$ cat config.mk
export PLATFORM = sky130hd
export DESIGN_NAME = port_data_register_logic
export DESIGN_NICKNAME = d
export VERILOG_FILES = /design/src/inc/port_data_pkg.sv /design/src/rtl/port_data_register_logic.sv
export SDC_FILE = /design/constraint.sdc
export NUM_CORES = 1
export LEC_CHECK = 0
export BUFFER_PORTS_ARGS = -buffer_cell sky130_fd_sc_hd__buf_2
export CAP_MARGIN = 25
export CELL_PAD_IN_SITES_DETAIL_PLACEMENT = 1
export CELL_PAD_IN_SITES_GLOBAL_PLACEMENT = 1
export CORE_AREA = 3 3 166 168
export DETAILED_ROUTE_END_ITERATION = 16
export DIE_AREA = 0 0 169 171
export PLACE_DENSITY = 0.79
export SETUP_SLACK_MARGIN = 0.4
export SYNTH_ARGS = -nofsm -noshare
export SYNTH_HDL_FRONTEND = slang
export SYNTH_SLANG_ARGS = --single-unit
$ cat constraint.sdc
create_clock -name clk_sys -period 2.2 [get_ports clk_sys]
set_input_delay 0.33 -clock clk_sys [delete_from_list [all_inputs] [get_ports clk_sys]]
set_output_delay 0.33 -clock clk_sys [all_outputs]
set_load 0.03 [all_outputs]
$ cat src/inc/port_data_pkg.sv
// package: register map, field layout and carrier types of the port data block
// assumes: one clock domain; pins arrive unsynchronised and are synchronised inside
package port_data_pkg;
  // register address = {port index, register kind}
  localparam int ADDR_W = 5;
  localparam logic [1:0] PORT_A = 2'h0;
  localparam logic [1:0] PORT_B = 2'h1;
  localparam logic [1:0] PORT_C = 2'h2;
  localparam logic [1:0] PORT_D = 2'h3;
  localparam logic [2:0] REG_PIN_INPUT_LEVELS = 3'h0;
  localparam logic [2:0] REG_PIN_OUTPUT_LATCH = 3'h1;
  localparam logic [2:0] REG_DIRECTION = 3'h2;
  localparam logic [2:0] REG_DRIVE_SELECT = 3'h3;
  localparam logic [2:0] REG_OUTPUT_CELL_ACCESS = 3'h4;
  localparam logic [2:0] REG_OUTPUT_CELL_LOAD_BLOCK = 3'h5;
  localparam logic [2:0] REG_INPUT_CELL_READBACK = 3'h6;
  localparam logic [2:0] REG_DRIVER_ENABLE_STATUS = 3'h7;
  // reset values
  localparam logic [7:0] RST_OUTPUT_LATCH = 8'h00;
  localparam logic [7:0] RST_LOAD_BLOCK = 8'h00;
  localparam logic [7:0] RST_DIRECTION = 8'h00;
  localparam logic [7:0] RST_DRIVE = 8'h00;
  localparam logic [7:0] RST_CELL = 8'h00;
  // drive select layout per port, and the port d pin mask
  localparam logic [7:0] DRV_SLEW_MASK_AB = 8'h0f;
  localparam logic [7:0] DRV_OPEN_DRAIN_MASK_AB = 8'hf0;
  localparam logic [7:0] DRV_OPEN_DRAIN_MASK_C = 8'hff;
  localparam logic [7:0] DRV_SLEW_MASK_D = 8'h07;
  localparam logic [7:0] PORT_D_MASK = 8'h07;
  // port d pin positions and the port c byte-lane pin
  localparam int PD_STROBE = 0;
  localparam int PD_CLOCK = 1;
  localparam int PD_CHIP_SEL = 2;
  localparam int PC_BYTE_LANE = 7;

  typedef struct packed {
    logic [2:0] d;
    logic [7:0] c;
    logic [7:0] b;
    logic [7:0] a;
  } pin_bus_s;

  typedef struct packed {
    logic sel;
    logic wr;
    logic rd;
    logic [ADDR_W-1:0] addr;
    logic [7:0] wdata;
  } reg_req_s;
endpackage

$ cat src/rtl/port_data_register_logic.sv
// port data register logic: four ports, macrocells, driver control and readback
// assumes: clk_sys is the shared clock input feeding the macrocells; product terms
// and macrocell next values come from logic on the same clock; pins are asynchronous
//
// Operation
// pin driven with data-out bit when direction bit or output-enable term is 1
// data-out register reads back the written value, not the pin
// output macrocell write loads unmasked flip-flops; read returns macrocell outputs
// mask bit 1 blocks processor loading; masks reset to 0
// macrocell, mask, input cell and enable status registers exist on ports a-c only
// input macrocells store pin inputs, feed logic bus, readable by processor
// enable status reads 1 for driving pins, 0 for tri-stated pins; code reads the enable before open-drain release, so a released pin reads 1
// first macrocell group goes to port a or b, second to b or c
// ports a,b: low nibble fast slew, high nibble open drain
// only port a can be the data bus or peripheral buffer
// port c has no address-out control; all pins open-drain capable
// top pin of port c can serve as byte-lane enable input
// port d has three pins, no control, inputs go direct to logic
// chip-select input high disables flash, sram and register space select
// three external chip selects, one product term each, polarity configurable
// chip-select pin driver enabled by its output-enable term or direction bit
// shared clock input clocks macrocells and power-down counter; code has no power-down counter
// direction 1 is output, 0 input; all reset to input
// data-in read returns current pin levels
// data-out register resets to zero
`timescale 1ns/1ps
module port_data_register_logic
  import port_data_pkg::*;
(
  input wire logic clk_sys, // shared clock input
  input wire logic reset, // synchronous, active high
  input port_data_pkg::reg_req_s regReq, // processor register request
  output logic [7:0] regRdata, // read data, one cycle after rd
  input port_data_pkg::pin_bus_s pinIn, // pin levels, asynchronous
  output port_data_pkg::pin_bus_s pinOut, // pin output level
  output port_data_pkg::pin_bus_s pinOe, // pin driver enable, high drives
  output port_data_pkg::pin_bus_s slewFast, // fast slew select per pin
  input port_data_pkg::pin_bus_s oeTerm, // output-enable product terms
  input port_data_pkg::pin_bus_s pldPinSel, // pin shows macrocell instead of latch
  input wire logic [7:0] groupAbNext, // array value for macrocell_group_ab
  input wire logic [7:0] groupBcNext, // array value for macrocell_group_bc
  input wire logic groupAbToB, // 1 routes group ab to port b, else a
  input wire logic groupBcToC, // 1 routes group bc to port c, else b
  input wire logic [2:0] imcCapture, // per port a-c: input macrocells store pins
  output logic [23:0] pldInputBus, // input macrocell outputs, ports c,b,a
  output logic [2:0] portDDirect, // port d pins straight to the array
  input wire logic dataPortMode, // port a is the processor data bus
  input wire logic periphMode, // port a is the peripheral buffer
  input wire logic [7:0] mcuDataOut, // processor data for port a bus modes
  input wire logic mcuDataOe, // processor drives port a in bus modes
  input wire logic byteLaneMode, // port c top pin is byte_lane_enable
  output logic byteLaneEnable, // synchronised byte_lane_enable input
  input wire logic [2:0] ecsTerm, // external chip select product terms
  input wire logic [2:0] ecsActiveLow, // polarity per external chip select
  input wire logic [2:0] ecsPinSel, // port d pin carries its chip select
  output logic [2:0] externalChipSelect, // formed chip selects
  output logic memEnable, // flash, sram and register space allowed
  output logic addrLatchStrobe, // synchronised strobe pin of port d
  output logic sharedClockInput // synchronised clock pin of port d
);
  import port_data_pkg::*;

  // two-stage synchroniser on all pins
  pin_bus_s pinMeta;
  pin_bus_s pinSync;
  always_ff @(posedge clk_sys) begin
    if (reset) begin
      pinMeta <= '0;
      pinSync <= '0;
    end else begin
      pinMeta <= pinIn;
      pinSync <= pinMeta;
    end
  end

  // per-port arrays, port d uses the low three bits
  logic [7:0] pinLvl [4];
  logic [7:0] oeTermV [4];
  logic [7:0] pldSelV [4];
  assign pinLvl[0] = pinSync.a;
  assign pinLvl[1] = pinSync.b;
  assign pinLvl[2] = pinSync.c;
  assign pinLvl[3] = {5'h00, pinSync.d};
  assign oeTermV[0] = oeTerm.a;
  assign oeTermV[1] = oeTerm.b;
  assign oeTermV[2] = oeTerm.c;
  assign oeTermV[3] = {5'h00, oeTerm.d};
  assign pldSelV[0] = pldPinSel.a;
  assign pldSelV[1] = pldPinSel.b;
  assign pldSelV[2] = pldPinSel.c;
  assign pldSelV[3] = 8'h00;

  // register space is disabled while the chip-select pin is high
  wire chipSelHigh = pinSync.d[PD_CHIP_SEL];
  assign memEnable = ~chipSelHigh;
  wire regAccess = regReq.sel & ~chipSelHigh;
  wire regWrite = regAccess & regReq.wr;
  wire regRead = regAccess & regReq.rd;
  wire [1:0] regPort = regReq.addr[4:3];
  wire [2:0] regKind = regReq.addr[2:0];

  // configuration registers
  logic [7:0] dataOut [4];
  logic [7:0] direction [4];
  logic [7:0] driveSel [4];
  logic [7:0] loadBlock [3];
  logic [7:0] imcStore [3];
  logic [7:0] drvMask [4];
  assign drvMask[0] = 8'hff;
  assign drvMask[1] = 8'hff;
  assign drvMask[2] = DRV_OPEN_DRAIN_MASK_C;
  assign drvMask[3] = DRV_SLEW_MASK_D;

  // output macrocells and their routing
  logic [7:0] groupAb;
  logic [7:0] groupBc;
  logic [7:0] omcPort [3];
  assign omcPort[0] = groupAbToB ? 8'h00 : groupAb;
  assign omcPort[1] = groupAbToB ? groupAb : (groupBcToC ? 8'h00 : groupBc);
  assign omcPort[2] = groupBcToC ? groupBc : 8'h00;
  wire [1:0] abPort = groupAbToB ? PORT_B : PORT_A;
  wire [1:0] bcPort = groupBcToC ? PORT_C : PORT_B;
  // when both groups land on port b, group ab owns the port b location
  wire bcOnBShadowed = groupAbToB & ~groupBcToC;
  wire omcWrite = regWrite & (regKind == REG_OUTPUT_CELL_ACCESS);
  wire abWrite = omcWrite & (regPort == abPort);
  wire bcWrite = omcWrite & (regPort == bcPort) & ~bcOnBShadowed;
  wire [7:0] abBlock = loadBlock[abPort];
  wire [7:0] bcBlock = loadBlock[bcPort];
  wire [7:0] abLoad = {8{abWrite}} & ~abBlock;
  wire [7:0] bcLoad = {8{bcWrite}} & ~bcBlock;
  wire [7:0] next_groupAb = (abLoad & regReq.wdata) | (~abLoad & groupAbNext);
  wire [7:0] next_groupBc = (bcLoad & regReq.wdata) | (~bcLoad & groupBcNext);

  // macrocells run on the shared clock input, which is clk_sys here
  always_ff @(posedge clk_sys) begin
    if (reset) begin
      groupAb <= RST_CELL;
      groupBc <= RST_CELL;
    end else begin
      groupAb <= next_groupAb;
      groupBc <= next_groupBc;
    end
  end

  // port a bus modes take the port over from the general i/o logic
  wire portABus = dataPortMode | periphMode;

  // pin drive per port
  logic [7:0] outVal [4];
  logic [7:0] enVal [4];
  logic [7:0] padOe [4];
  logic [7:0] odSel [4];
  assign odSel[0] = driveSel[0] & DRV_OPEN_DRAIN_MASK_AB;
  assign odSel[1] = driveSel[1] & DRV_OPEN_DRAIN_MASK_AB;
  assign odSel[2] = driveSel[2] & DRV_OPEN_DRAIN_MASK_C;
  assign odSel[3] = 8'h00;

  genvar p;
  generate
    for (p = 0; p < 3; p++) begin : g_io
      wire [7:0] ioOut = (pldSelV[p] & omcPort[p]) | (~pldSelV[p] & dataOut[p]);
      wire [7:0] ioEn = direction[p] | oeTermV[p];
      if (p == 0) begin : g_a
        assign outVal[p] = portABus ? mcuDataOut : ioOut;
        assign enVal[p] = portABus ? {8{mcuDataOe}} : ioEn;
      end else begin : g_bc
        assign outVal[p] = ioOut;
        assign enVal[p] = ioEn;
      end
      // open drain only pulls low
      assign padOe[p] = enVal[p] & ~(odSel[p] & outVal[p]);
    end
  endgenerate

  // port d: external chip selects with polarity, driver by term or direction
  assign externalChipSelect = ecsTerm ^ ecsActiveLow;
  wire [2:0] pdOut = (ecsPinSel & externalChipSelect) | (~ecsPinSel & dataOut[3][2:0]);
  assign outVal[3] = {5'h00, pdOut};
  assign enVal[3] = (direction[3] | oeTermV[3]) & PORT_D_MASK;
  assign padOe[3] = enVal[3];

  assign pinOut.a = outVal[0];
  assign pinOut.b = outVal[1];
  assign pinOut.c = outVal[2];
  assign pinOut.d = outVal[3][2:0];
  assign pinOe.a = padOe[0];
  assign pinOe.b = padOe[1];
  assign pinOe.c = padOe[2];
  assign pinOe.d = padOe[3][2:0];
  assign slewFast.a = driveSel[0] & DRV_SLEW_MASK_AB;
  assign slewFast.b = driveSel[1] & DRV_SLEW_MASK_AB;
  assign slewFast.c = 8'h00;
  assign slewFast.d = driveSel[3][2:0];

  // port d inputs go straight to the array, no input macrocells
  assign portDDirect = pinSync.d;
  assign addrLatchStrobe = pinSync.d[PD_STROBE];
  assign sharedClockInput = pinSync.d[PD_CLOCK];
  assign byteLaneEnable = byteLaneMode & pinSync.c[PC_BYTE_LANE];
  assign pldInputBus = {imcStore[2], imcStore[1], imcStore[0]};

  // writable registers, per port
  generate
    for (p = 0; p < 4; p++) begin : g_reg
      wire portHit = regWrite & (regPort == 2'(p));
      wire wrOut = portHit & (regKind == REG_PIN_OUTPUT_LATCH);
      wire wrDir = portHit & (regKind == REG_DIRECTION);
      wire wrDrv = portHit & (regKind == REG_DRIVE_SELECT);
      wire [7:0] wMask = (p == 3) ? PORT_D_MASK : 8'hff;
      always_ff @(posedge clk_sys) begin
        if (reset) begin
          dataOut[p] <= RST_OUTPUT_LATCH;
          direction[p] <= RST_DIRECTION;
          driveSel[p] <= RST_DRIVE;
        end else begin
          if (wrOut) dataOut[p] <= regReq.wdata & wMask;
          if (wrDir) direction[p] <= regReq.wdata & wMask;
          if (wrDrv) driveSel[p] <= regReq.wdata & drvMask[p];
        end
      end
      if (p < 3) begin : g_cell
        wire wrBlk = portHit & (regKind == REG_OUTPUT_CELL_LOAD_BLOCK);
        always_ff @(posedge clk_sys) begin
          if (reset) begin
            loadBlock[p] <= RST_LOAD_BLOCK;
            imcStore[p] <= RST_CELL;
          end else begin
            if (wrBlk) loadBlock[p] <= regReq.wdata;
            if (imcCapture[p]) imcStore[p] <= pinLvl[p];
          end
        end
      end
    end
  endgenerate

  // read multiplexer; cell registers of port d are absent and read zero
  wire cellPort = (regPort != PORT_D);
  logic [7:0] rdMux;
  always_comb begin
    rdMux = 8'h00;
    unique case (regKind)
      REG_PIN_INPUT_LEVELS: rdMux = pinLvl[regPort];
      REG_PIN_OUTPUT_LATCH: rdMux = dataOut[regPort];
      REG_DIRECTION: rdMux = direction[regPort];
      REG_DRIVE_SELECT: rdMux = driveSel[regPort];
      REG_OUTPUT_CELL_ACCESS: rdMux = cellPort ? omcPort[regPort] : 8'h00;
      REG_OUTPUT_CELL_LOAD_BLOCK: rdMux = cellPort ? loadBlock[regPort] : 8'h00;
      REG_INPUT_CELL_READBACK: rdMux = cellPort ? imcStore[regPort] : 8'h00;
      REG_DRIVER_ENABLE_STATUS: rdMux = cellPort ? enVal[regPort] : 8'h00;
    endcase
  end

  // read data holds until the next read
  always_ff @(posedge clk_sys) begin
    if (reset) regRdata <= 8'h00;
    else if (regRead) regRdata <= rdMux;
  end
endmodule

==> metrics.md <==
| Metric | Value |
|---|---|
| Outcome | finished clean |
| Crit path cell chain | nor2b_4 -> mux2i_1 -> o21ai_2 -> a21oi_4 -> buf_6 |
| Initial antenna violation count | 3 |
| Die area | 28,900 um^2 |
| Peak VDD IR | 0.483 mV |
| CTS tree | built |
| Power Density | 684 nW/um^2 |
| Mapped cell area | 10,900 um^2 |
| Yosys warnings | 0 |
| Final HPWL DP | 31.8 mm |
| Die height | between 150 and 200 um |
| Drt first pass iters | 5 |
| Hold Crit Start | pinIn[0] |
| Yosys top cell by area | edfxtp_1 |
| Worst slew margin | 56.7% |
| Max Clk Rate | just over 0.5 GHz |
| CP max FO | 2 |
| CP bufs+invs | 1 |
| Mux share of post-synthesis cell area | 7.75% |
| Worst Hold Class | primary input to register |
| Setup_tns | 0 ns |
| Port Buffer Count | approximately 240 |
| Chip width | approximately 170 um |
| Hold Path Sink | pinMeta[0]$_SDFF_PP0_ |
| Cts bufs inserted | 23 |
| Clock Sinks | 207 |
| RSZ-0062 raised after global routing | true |
| XOR/XNOR Fraction of Synth Area | 0.321% |
| Syn Area/Cell | 10.6 um^2 |
| Standard-cell rows | 59 |
| Period Utilization, post-route | 89.5% |
| Starting Density | between 40% and 50% |
| Synth Area in Adders | 0% |
| Area taken by multi-input logic gates | 5260 um^2 |
| Total wire length | 42.2 mm |
| Largest family of logic cells by synthesized area | simple AND/OR/NAND/NOR gates |
| Synth top cells by count | and2_1, edfxtp_1, dfxtp_1 |
| Post-layout nets | 1,454 |
| Met1 Usage GRT | 35.8% |
| Flops & latches, synth | 207 |
| H-tree levels | 1 |
| Endpoints failing hold | 0 |
| Mapped Cells | 1,031 |
| Kind of cell adding the most delay to the critical path | flip-flops |
| R2r startpoint | portDDirect[2]$_SDFF_PP0_ |
| Largest net degree at the start of global routing | between 50 and 60 |
| Final ANT Viol Nets | 0 |
| Post-Place Cell Area | 12,800 um^2 |
| Synth unique cells | 75 |
| First-pass GRT wire length | 60.9 mm |
| CP Launch Type | register |
| Synth Area in Simple Gates | 23.3% |
| Slowest-stage cell, CP | dfxtp_4 |
| Top Ports | 264 |
| Drt via density | approximately 5.9 |
| Gr usage total | approximately 28% |
| Synth area leaders | edfxtp_1, dfxtp_1, and2_1, mux2i_1, nor2b_1 |
| Clk buf depth | 3 |
| Fill cell count | around 2,900 |
| Share of cells above drive strength 1 | 38.9% |
| FFs w/ async S/R, synth | 0% |
| Final Slew Violations | 0 |
| Area delta synth->final | 29.1% |
| Core region area | between 20,000 and 30,000 um^2 |
| Crit path capture type | primary output |
| R2R cell count | 6 |
| Met2 usage | 47.7% |
| EDFF count, synth | 129 |
| Routed wire per std cell | roughly 25 um |
| Setup violators final | 0 |
| Complex-gate fraction of the synthesized area | 12.6% |
| Sequential share of the synthesized area | between 40% and 50% |
| Top_reg_cell synth | edfxtp_1 |
| End of the worst register-to-register path | direction[0][1]$_SDFFCE_PN0P_ |
| Synth top area share | about 35% |
| Post-route cell area | roughly 14,000 um^2 |
| Initial drt markers | 1,041 |
| Register area | ~5500 um^2 |
| Residual DRC | 0 |
| Total global routing overflow | 0 |
| Most common cell in the netlist | and2_1 |
| CP Class | register to primary output |
| Setup Skew | about 0.0056 ns |
| Root buf cell | clkbuf_16 |
| Gpl congestion | 0.980 |
| Met3 Track Usage GR | 5.57% |
| Busiest grt layer | met2 |
| Arrival time worst endpoint | 1.64 ns |
| Pleak | 5.86 nW |
| Min Tclk post-route | ~2.0 ns |
| Clk pin slew, worst setup/hold paths | 0.06 ns |
| CP max stage delay | 0.38 ns |
| Worst endpoint required time | roughly 1.9 ns |
| WHS Path Cells | 2 |
| Worst Setup SP | groupAb[6]$_SDFF_PP0_ |
| Vias in the first global route | ~10,000 |
| Clk_lat worst skew | between 0.5 and 0.6 ns |
| Worst reg-to-reg setup slack | 0.44 ns |
| Via count | 9,779 |
| Worst Tran Pin Value | 0.646 ns |
| Max Cap Violations | 0 |
[how the worst max path moves through the flow]
stage	endpoint	slack (ns)	depth (start not counted)
after floorplan	pinOe[4]	0.23	5
after global placement	regRdata[7]$_SDFFE_PP0P_	0.11	7
after detailed placement	regRdata[7]$_SDFFE_PP0P_	0.06	7
after CTS	pinOe[7]	0.21	4
after global routing	pinOe[7]	0.18	5
final	pinOe[6]	0.23	5
[flip-flops by register name, indices dropped and copies added, names as in the netlist]
name and cells:
driveSel 27, regRdata 8, pinMeta 27, pinLvl 24, imcStore 24, direction 27, portDDirect 3, groupBc 8
dataOut 27, groupAb 8, loadBlock 24
[layout make-up]
cell class              instances  area share [%]
flip-flops and latches        207            38.9
clock inverters                 5           0.249
inverters                      13           0.346
clock buffers                  37            4.68
multi-input cells             733            37.4
repair buffers                335            15.5
well taps                     335            2.98
diodes                          2          0.0355
[layer usage]
layer | share of wire, % | routed length [um] | vias to the layer above
li1 | - | - | 4243
met1 | 38 | 16200 | 4880
met2 | 49 | 20700 | 553
met3 | 9.3 | 3920 | 101
met4 | 3.4 | 1420 | 2
met5 | 0.021 | 9 | -
[power breakdown]
part | leakage [nW] | switching (W) | internal, W
sequential | 2.05 | 0.000120 | 0.00426
clock | 0.339 | 0.00159 | 0.00206
combinational | 3.47 | 0.00101 | 0.000591
total | 5.86 | 0.00272 | 0.00691
[logic make-up after synthesis]
| kind of cell | Yosys count |
|---|---|
| simple gates | 428 |
| compound gates | 212 |
| flops | 207 |
| buf+inv | 106 |
| mux | 73 |
| xor+xnor | 4 |
| other cells | 1 |
[repair_timing]
| action | CTS | global route |
|---|---|---|
| hold endpoints to repair | 0 | 0 |
| hold buffers | 0 | 0 |
| gates resized for setup | 81 | 52 |
| setup endpoints to repair | 189 | 95 |
| pin swaps | 22 | 11 |
| buffers inserted | 10 | 15 |
[metrics by stage]
step                      util [%]  setup WS (ns)  power (W)  hold slack (ns)  std cells
after CTS                     53.0          0.209    0.00959          0.00308       1650
after detailed placement      49.0         0.0583    0.00590            0.428       1598
final                         54.1          0.232    0.00963           0.0133       1667
after global placement        49.0          0.105    0.00586            0.416       1598
after global routing          54.1          0.184    0.00992           0.0156       1666
after floorplan                  -          0.231    0.00532            0.414       1046
[layout by cell type, fill, tap and decap left out, types with 8 or more instances in the layout]
| cell type | n |
|---|---|
| buf_2 | 216 |
| and2_1 | 132 |
| edfxtp_1 | 129 |
| buf_4 | 88 |
| nor2b_1 | 69 |
| nand2_1 | 61 |
| dfxtp_1 | 61 |
| mux2i_1 | 48 |
| nand3_1 | 38 |
| a21oi_1 | 36 |
| o21ai_0 | 30 |
| nor2_1 | 29 |
| clkbuf_16 | 24 |
| a21oi_2 | 19 |
| buf_6 | 19 |
| conb_1 | 16 |
| o21ai_2 | 14 |
| a211oi_1 | 14 |
| inv_1 | 12 |
| mux2_2 | 12 |
| clkbuf_1 | 12 |
| o22ai_1 | 11 |
| buf_12 | 11 |
| dfxtp_2 | 10 |
| or2_2 | 9 |
| nand3b_1 | 9 |
| nor3_2 | 9 |
| o21bai_2 | 8 |
| nor2b_4 | 8 |
| nor3_1 | 8 |
| mux4_2 | 8 |
(Power assumes the default switching activity.)
